===== config.mk =====
export PLATFORM = sky130hd
export DESIGN_NAME = lgl_host
export DESIGN_NICKNAME = d
export VERILOG_FILES = /design/src/shared/lgl_pkg.sv /design/src/hw/lgl_host.sv /design/src/hw/lgl_strobe_timer.sv
export SDC_FILE = /design/constraint.sdc
export NUM_CORES = 1
export LEC_CHECK = 0
export ABC_CLOCK_PERIOD_IN_PS = 3800
export BUFFER_PORTS_ARGS = -buffer_cell sky130_fd_sc_hd__buf_2
export CORE_ASPECT_RATIO = 1.75
export CORE_UTILIZATION = 60
export CTS_CLUSTER_SIZE = 24
export DETAILED_ROUTE_END_ITERATION = 10
export GPL_TIMING_DRIVEN = 0
export PLACE_DENSITY = 0.84
export SYNTH_ARGS = -nofsm -noshare
export SYNTH_HDL_FRONTEND = slang
export SYNTH_SLANG_ARGS = --single-unit

===== constraint.sdc =====
create_clock -name mclk -period 3.8 [get_ports mclk]
set_clock_uncertainty 0.2 [all_clocks]
set_input_delay 0.19 -clock mclk [delete_from_list [all_inputs] [get_ports mclk]]
set_output_delay 0.19 -clock mclk [all_outputs]
set_load 0.01 [all_outputs]

===== src/shared/lgl_pkg.sv =====
// Package of constants and types for the gain-setting latch host controller.
package lgl_pkg;

    // Pin timing in nanoseconds.
    localparam int DATA_SETUP_NS = 50;
    localparam int DATA_HOLD_NS = 50;
    localparam int STROBE_WIDTH_NS = 50;
    localparam int SELECT_SETUP_NS = 0;
    localparam int CLK_PERIOD_NS = 5;

    // Least times round up and never fall below one cycle.
    function automatic int ns_to_cycles(input int ns);
        int c;
        c = (ns + CLK_PERIOD_NS - 1) / CLK_PERIOD_NS;
        return (c < 1) ? 1 : c;
    endfunction : ns_to_cycles

    localparam int SETUP_CYCLES = ns_to_cycles(DATA_SETUP_NS);
    localparam int HOLD_CYCLES = ns_to_cycles(DATA_HOLD_NS);
    localparam int WIDTH_CYCLES = ns_to_cycles(STROBE_WIDTH_NS);
    localparam int SELECT_CYCLES = ns_to_cycles(SELECT_SETUP_NS);

    // Setting word field positions.
    localparam int FINE_LSB = 0;
    localparam int COARSE_LSB = 4;
    localparam int ATTEN_POS = 8;
    localparam int PINS_WIDTH = 9;

    // Second-word pin positions on the byte-wide variant.
    localparam int PDN_PIN = 2;
    localparam int FINE0_PIN = 1;

    // Reset values of the pins; while idle they keep the last word driven.
    localparam logic [8:0] PINS_RESET = 9'h000;
    localparam logic [9:0] DIV_RESET = 10'h000;

    typedef struct packed {
        logic attenuateSelect;
        logic [3:0] coarseStep;
        logic [3:0] fineStep;
    } lgl_setting_t;

    typedef struct packed {
        logic [8:0] settingPins;
        logic registerSelect;
    } lgl_word_t;

    typedef enum logic {LGL_WIDE, LGL_BYTE} lgl_variant_t;
endpackage : lgl_pkg


===== src/hw/lgl_host.sv =====
// Host controller that writes gain settings into the latch through its pins.
`timescale 1ns/1ps
// What this block and the latch do
// RQ1: Each setting is presented on the data pins and latched by a rising write strobe.
// RQ2: Chip select is held low around every strobe so the device accepts it.
// RQ3: Register select is driven to the intended word before and through each strobe.
// RQ4: On the byte-wide variant a full setting is sent as two eight-bit writes.
// RQ5: The power-down bit travels in the second write of the byte-wide variant.
// RQ6: The nine-bit variant receives the whole setting in one write.
// RQ7: Pin two carries power-down or fine bit two by selected word, fine bit two when wide.
// RQ8: Pin one carries fine bit one or fine bit zero by selected word, fine bit one when wide.
// RQ9: Pin zero is used only on the wide variant and carries fine bit zero.
// RQ10: Attenuate select one with zero steps gives unity gain in the device.
// RQ11: The setting spans minus to plus twenty-four decibels in tenth steps.
// RQ12: Word zero loads attenuate, coarse and fine three to one; word one loads power-down and fine zero.
// RQ13: Power-down one stops the device analog part while its stored words are kept.
// RQ14: Coarse steps of one and a half and fine steps of a tenth decibel add together.
// RQ15: Attenuate select turns the combined step value into attenuation.
// RQ16: A write to one word leaves the other word of the device unchanged.
module lgl_host
    import lgl_pkg::*;
#(
    parameter lgl_variant_t VARIANT = LGL_BYTE
) (
    input wire logic mclk,
    input wire logic reset_n,
    input wire logic reqValid,
    input lgl_setting_t reqSetting,
    input wire logic reqPowerDown,
    input wire logic reqSecondOnly,
    output logic reqReady,
    output logic doneStrobe,
    output logic [8:0] settingPins,
    output logic registerSelect,
    output logic csN,
    output logic wrN,
    output logic powerDownShadow
);
    typedef enum logic [2:0] {S_IDLE, S_SEL, S_SETUP, S_STROBE, S_HOLD} lgl_state_t;

    logic rstMeta_reg;
    logic rstN;
    lgl_state_t state_reg;
    lgl_setting_t setting_reg;
    logic pdn_reg;
    logic second_reg;
    logic timerLoad;
    logic [7:0] timerCount;
    logic timerDone;

    always_ff @(posedge mclk or negedge reset_n) begin
        if (!reset_n) begin
            rstMeta_reg <= 1'b0;
            rstN <= 1'b0;
        end else begin
            rstMeta_reg <= 1'b1;
            rstN <= rstMeta_reg;
        end
    end

    // Build the pin word for a given register select.
    function automatic lgl_word_t pin_word(input lgl_setting_t s, input logic power_down_bit,
                                           input logic sel);
        lgl_word_t w;
        w.settingPins = PINS_RESET;
        w.registerSelect = sel;
        if (VARIANT == LGL_WIDE) begin
            w.settingPins = s; // RQ6 RQ9
            w.registerSelect = 1'b0;
        end else if (!sel) begin
            w.settingPins[ATTEN_POS:1] = {s.attenuateSelect, s.coarseStep, s.fineStep[3:1]}; // RQ12
        end else begin
            w.settingPins[PDN_PIN] = power_down_bit; // RQ5 RQ7 RQ13
            w.settingPins[FINE0_PIN] = s.fineStep[0]; // RQ8 RQ12
        end
        return w;
    endfunction : pin_word

    lgl_strobe_timer #(.CW(8)) uTimer (
        .mclk(mclk),
        .rstN(rstN),
        .load(timerLoad),
        .count(timerCount),
        .done(timerDone)
    );

    always_comb begin
        timerLoad = 1'b0;
        timerCount = 8'h00;
        unique case (state_reg)
            S_IDLE: begin
                timerLoad = reqValid;
                timerCount = 8'(SELECT_CYCLES);
            end
            S_SEL: begin
                timerLoad = timerDone;
                timerCount = 8'(SETUP_CYCLES);
            end
            S_SETUP: begin
                timerLoad = timerDone;
                timerCount = 8'(WIDTH_CYCLES);
            end
            S_STROBE: begin
                timerLoad = timerDone;
                timerCount = 8'(HOLD_CYCLES);
            end
            S_HOLD: begin
                timerLoad = timerDone && VARIANT == LGL_BYTE && !second_reg;
                timerCount = 8'(SELECT_CYCLES);
            end
        endcase
    end

    always_ff @(posedge mclk or negedge rstN) begin
        if (!rstN) begin
            state_reg <= S_IDLE;
        end else begin
            unique case (state_reg)
                S_IDLE: if (reqValid) state_reg <= S_SEL;
                S_SEL: if (timerDone) state_reg <= S_SETUP;
                S_SETUP: if (timerDone) state_reg <= S_STROBE;
                S_STROBE: if (timerDone) state_reg <= S_HOLD;
                S_HOLD: if (timerDone) state_reg <= timerLoad ? S_SEL : S_IDLE; // RQ4
            endcase
        end
    end

    // Request capture and word sequencing.
    always_ff @(posedge mclk or negedge rstN) begin
        if (!rstN) begin
            setting_reg <= '0;
            pdn_reg <= 1'b0;
            second_reg <= 1'b0;
        end else if (state_reg == S_IDLE && reqValid) begin
            setting_reg <= reqSetting;
            pdn_reg <= reqPowerDown;
            second_reg <= reqSecondOnly && VARIANT == LGL_BYTE; // RQ16
        end else if (state_reg == S_HOLD && timerLoad) begin
            second_reg <= 1'b1; // RQ4
        end
    end

    // Pins change only outside the strobe so setup and hold both stand.
    always_ff @(posedge mclk or negedge rstN) begin
        if (!rstN) begin
            settingPins <= PINS_RESET;
            registerSelect <= 1'b0;
            csN <= 1'b1;
            wrN <= 1'b1;
            reqReady <= 1'b0;
            doneStrobe <= 1'b0;
            powerDownShadow <= 1'b0;
        end else begin
            reqReady <= (state_reg == S_IDLE) && !reqValid;
            doneStrobe <= (state_reg == S_HOLD) && timerDone && !timerLoad;
            if (state_reg == S_SEL) begin
                {settingPins, registerSelect} <= pin_word(setting_reg, pdn_reg, second_reg); // RQ3
                csN <= 1'b0; // RQ2
            end else if (state_reg == S_IDLE) begin
                csN <= 1'b1;
            end
            // The strobe falls on entry to the strobe phase so it stays low the full count.
            wrN <= !((state_reg == S_SETUP && timerDone) ||
                     (state_reg == S_STROBE && !timerDone)); // RQ1
            if (state_reg == S_HOLD && timerDone && VARIANT == LGL_BYTE && second_reg) begin
                powerDownShadow <= pdn_reg; // RQ13
            end
        end
    end
endmodule : lgl_host


===== src/hw/lgl_strobe_timer.sv =====
// Counter that paces each phase of one strobe cycle.
`timescale 1ns/1ps
module lgl_strobe_timer
    import lgl_pkg::*;
#(
    parameter int CW = 8
) (
    input wire logic mclk,
    input wire logic rstN,
    input wire logic load,
    input wire logic [CW-1:0] count,
    output logic done
);
    logic [CW-1:0] cnt_reg;

    always_ff @(posedge mclk or negedge rstN) begin
        if (!rstN) begin
            cnt_reg <= '0;
        end else if (load) begin
            cnt_reg <= count;
        end else if (cnt_reg != '0) begin
            cnt_reg <= cnt_reg - 1'b1;
        end
    end

    // Done stands in the last cycle of a loaded count, so a load of N gives N cycles.
    // It must not look at load, since the sequencer derives load from done.
    assign done = (cnt_reg == {{(CW-1){1'b0}}, 1'b1});
endmodule : lgl_strobe_timer


After elaboration in Yosys (flattened, before gate mapping)
Index checks and enable logic that the tools add are counted.
- register bits after elaboration: 38
- bits of input ports: 14
- word-level logic and storage cells: 67
- output and inout port bits: 15
- equality and inequality tests: 10
- reductions and logical operators: 23
- $add $sub $neg: 1
- muxes and demuxes: 17
- operators with widths (operator ; count):
    8-bit two-way mux ; 2
    8-bit case mux with 2 select lines ; 1
    3-bit two-way mux ; 5
    3-bit case mux with 5 select lines ; 1
    2-bit != test (second input constant) ; 5
    1-bit logical AND ; 9
    8-bit by 1-bit equality test with 1-bit output (second input constant) ; 1
    8-bit nonzero test ; 1
    8-bit by 1-bit subtractor with 8-bit output (second input constant) ; 1
    3-bit by 2-bit equality test with 1-bit output (second input constant) ; 2
    6-bit two-way mux ; 1
    2-bit nonzero test ; 3
    1-bit logical NOT ; 5
    1-bit two-way mux ; 5
    5-bit AND reduction ; 1
    3-bit by 1-bit equality test with 1-bit output (second input constant) ; 1
    3-bit equality test (second input constant) ; 1
    3-bit logical NOT ; 1
    1-bit case mux with 3 select lines ; 1
    3-bit OR reduction ; 1
    2-bit two-way mux ; 1
    2-bit OR reduction ; 1
    1-bit logical OR ; 1

Longest topological paths before layout
- depth in word-level cells: 6
- gate-level depth with buffers: 7
- gate-level depth less buffers: 6

Cells and area by module
From an unflattened synthesis, not the netlist that was laid out.
- cells, all modules: 166
- area total of the unflattened synthesis: 1793.0 µm²
- modules (own cells, without submodules) (module ; cells each ; seq. area each (µm²) ; instances ; area an instance (µm²)):
    lgl_host ; 105 ; 753.2 ; 1 ; 1252.5
    lgl_strobe_timer ; 61 ; 200.2 ; 1 ; 540.5

Worst setup path before layout
OpenSTA, ideal clock, no wires.
- kind: reg2reg
- start point: register uTimer.cnt_reg[1]
- end point: register powerDownShadow
- stages on the path, launching flop included: 7
- arrival: 1752 ps
- clock period less this slack: 2077 ps
- library setup time: 125 ps
- path buffers: 0
- setup slack: 1723 ps
- data required time: 3475 ps
- cells stage by stage: dfrtp_1 -> inv_1 -> ha_1 -> nor3b_1 -> and2_4 -> and4_4 -> mux2_4
- word-level cells in the longest chain between the ends: 3
- RTL lines (item ; line ; source):
    from (decl) ; lgl_strobe_timer.sv:14 ; logic [CW-1:0] cnt_reg;
    from (signal assigned) ; lgl_strobe_timer.sv:20 ; cnt_reg <= count;
    from (signal assigned) ; lgl_strobe_timer.sv:22 ; cnt_reg <= cnt_reg - 1'b1;
    8-bit by 1-bit equality test with 1-bit output ; lgl_strobe_timer.sv:28 ; assign done = (cnt_reg == {{(CW-1){1'b0}}, 1'b1});
    1-bit logical AND (2 in a row) ; lgl_host.sv:165 ; if (state_reg == S_HOLD && timerDone && VARIANT == LGL_BYTE && second_reg) begin
    to (signal assigned) ; lgl_host.sv:166 ; powerDownShadow <= pdn_reg;
    to (decl) ; lgl_host.sv:37 ; output logic powerDownShadow
No other way between the ends.
A chain may end at the register's enable or synchronous reset.

Worst setup path after layout
Ends and elaborated chain as after synthesis.

==> out/metrics.csv <==
stage,metric,value,unit
timing,worst max-slew margin expressed relative to the limit,49.71,%
global_routing,pin count of the biggest net entering global routing,37,
synthesis,Syn Inst Count,165,
synthesis,async set-reset flop share out of synthesis,100.0,%
global_routing,global routing usage summed across all routing layers,27.15,%
placement,number of port buffers,27,
global_routing,wire length of the first global-routing pass,6492,um
placement,post-detailed-placement half-perimeter wirelength,2603,um
synthesis,portion of synthesized cell area occupied by the leading cell type,48.95,%
timing,number of endpoints failing setup at the final stage,0,
die,row cnt,26,
final_layout,count of nets after finishing,228,
synthesis,number of distinct standard cells referenced by the synthesized netlist,52,
synthesis,Syn. warnings,0,
clock_tree,H-tree levels,2,
clock_tree,postcts setup bufs,0,
die,horizontal die dimension,43.87,um
final_layout,Largest register FFs,9,
worst_setup_path,endpoint type of the worst setup path,flip-flop,
drt,starting DRC count in detailed routing,49,
clock_tree,clock buffer count from CTS,5,
drt,number of design rule violations left after detail routing,2,
power,post-layout power,1.778,mW
drt,number of detailed-routing iterations run before antenna repair,7,
global_routing,via count of the first global-routing pass,1469,
timing,upper clock frequency limit,0.4315,GHz
worst_setup_path,required time of the worst setup path,3.79,ns
worst_setup_path,WS Path Type,flip-flop to flip-flop,
synthesis,leading cell types by count after synthesis,"sky130_fd_sc_hd__dfrtp_1, sky130_fd_sc_hd__o21ai_0, sky130_fd_sc_hd__mux2_2, sky130_fd_sc_hd__nand2_1, sky130_fd_sc_hd__nor2_1",
power,P per Cell Area,780.0,mW/mm2
synthesis,#FFs+latches synth,38,
timing,Total Negative Setup Slacks,0,ns
drt,detail-routed net length per standard cell,16.01,um
global_routing,number of antenna violations at the first check in global routing,0,
timing,actual transition at the worst max-transition pin,0.7543,ns
drt,average vias per placed instance,5.917,
final_layout,layout overhead on the synthesized area,23.86,%
worst_setup_path,biggest fanout along the worst timing path,4,
timing,"Min Clock Period, post-route",2.318,ns
synthesis,largest cells by area after synthesis,"sky130_fd_sc_hd__dfrtp_1, sky130_fd_sc_hd__mux2_2, sky130_fd_sc_hd__o21ai_0",
synthesis,portion of the post-synthesis area used by sequential elements,51.80,%
synthesis,number of enable flip-flop cells after synthesis,0,
placement,cell area reported after detailed placement,0.002011,mm2
clock_tree,CTS tree,yes,
clock_tree,CTS max path bufs,2,
clock_tree,root buffer cell,sky130_fd_sc_hd__clkbuf_8,
synthesis,most frequently used flop master after synthesis,sky130_fd_sc_hd__dfrtp_1,
timing,setup repair after global routing missed its margin,false,
clock_tree,clock slew seen by the registers of the worst setup and hold paths,0.08,ns
die,total die area,0.003302,mm2
clock_tree,TritonCTS sink count,38,
die,Vert. Die Dim,75.27,um
synthesis,cell with the most instances after synthesis,sky130_fd_sc_hd__dfrtp_1,
die,initial core utilization,62.86,%
power,Peak supply drop,0.0006570,V
status,outcome,finished with violations,
clock_tree,clock latency on the worst-skew pair,0.30,ns
die,count of boundary I/O pins,29,
global_routing,sum of overflow across all layers after global routing,0,
hold_path,class of the tightest hold or removal check,input pin to async pin,
worst_setup_path,Worst Setup Start Kind,flip-flop,
status,violated checks,design-rule violations,
final_layout,n_diodes,0,
clock_tree,Resized Gates After CTS,0,
die,area of the core,0.002928,mm2
placement,routability cong.,0.8846,
synthesis,"area leader, netlist",sky130_fd_sc_hd__dfrtp_1,
synthesis,Synthesized Nets,181,
synthesis,mean cell area of the mapped netlist,11.15,um2
final_layout,filler cell count,192,
timing,Final Hold Violating Endpoints,0,
timing,fin. max-slew vios,0,
final_layout,Post-Layout Inst Area,0.002280,mm2
drt,Detail Route Antenna Nets,0,
final_layout,fraction of final layout cells sized beyond drive strength 1,31.46,%
power,leakage power summed over all cells,1.003,nW
worst_setup_path,startpoint of the most critical setup path,uTimer.cnt_reg[1],
worst_setup_path,R2R Path Start,uTimer.cnt_reg[1],
final_layout,post-route core utilization,77.86,%
worst_setup_path,arrival time at the worst endpoint,2.31,ns
job,# Max-Cap Violations,0,
synthesis,cell area after synthesis,0.001841,mm2
clock_tree,CTS hold repair buffers,13,
drt,wire length after detailed routing,3859,um
timing,share of the clock period used by the worst path,60.99,%
drt,detailed-route via count,1426,
[final timing paths]
path / to / slack (ns) / cells past startpoint
worst max-delay path: powerDownShadow / 1.48 / 6
worst min-delay path: rstMeta_reg / 0.01 / 2
worst max register to register: powerDownShadow / 1.48 / 6
worst min register to register: uTimer.cnt_reg[3] / 0.13 / 0
max in group asynchronous: setting_reg[0] / 2.78 / 0
min in group mclk: rstN / 0.17 / 0
[layer usage]
layer / track usage (%) / share of wire [%] / wire length (um)
met5: 0 / 0 / 0
met4: 13.13 / 1.9 / 75
met3: 5.036 / 3.3 / 128
met2: 50.91 / 58 / 2235
met1: 28.25 / 37 / 1419
[placed cells by master (no fill, tap or decap), drive strengths merged, types with 4 or more instances in the layout]
cell type and n:
a21oi 5, dlygate4sd3 13, nor2 10, nand2b 7, buf 31, nand2 12, dfrtp 36, xnor2 5
o21ai 16, mux2 12, clkbuf 11, inv 4
[metrics by stage]
| step | hold WS (ns) | worst slack [ns] | instances |
|---|---|---|---|
| after CTS | 0.01004 | 1.529 | 241 |
| after detailed placement | -0.2223 | 1.551 | 220 |
| after global placement | -0.2250 | 1.574 | 220 |
| after floorplan | -0.3056 | 1.723 | 165 |
| final | 0.01076 | 1.482 | 241 |
| after global routing | 0.04130 | 1.376 | 241 |
[logic make-up after synthesis]
| kind of cell | count (synthesis) | share of synthesized area (%) |
|---|---|---|
| compound gates | 36 | 14.07 |
| mux | 15 | 9.177 |
| fa+ha+maj | 2 | 1.359 |
| simple gates | 52 | 16.93 |
| other cells | 2 | 0.4080 |
| flops | 38 | 51.80 |
| buf+inv | 14 | 3.399 |
| xor+xnor | 6 | 2.855 |
[cell type report]
class                      instances  area [um2]  area share [%]
sequential                        38       954.7           41.88
multi-input combinational        113       824.5           36.17
timing repair buffer              40       265.3           11.64
clock buffer                       5       68.82           3.019
clock inverter                     3       68.82           3.019
buffer                            10       47.55           2.086
tap                               28       35.03           1.537
inverter                           4       15.01          0.6586
[where the power goes]
group / total [mW] / switching, mW / internal [mW] / leakage [nW]
combinational: 0.649 / 0.338 / 0.311 / 0.472
sequential: 0.717 / 0.144 / 0.573 / 0.462
clock: 0.412 / 0.149 / 0.263 / 0.0683
[worst max-delay path, stage by stage, from the launching register on]
cell and delay, ns:
sky130_fd_sc_hd__dfrtp_1 0.42, sky130_fd_sc_hd__inv_1 0.09, sky130_fd_sc_hd__ha_1 0.20, sky130_fd_sc_hd__nor3b_1 0.51, sky130_fd_sc_hd__and2_4 0.27, sky130_fd_sc_hd__and4_4 0.23, sky130_fd_sc_hd__mux2_4 0.29
No activity file was read; power rests on OpenSTA's default activity.
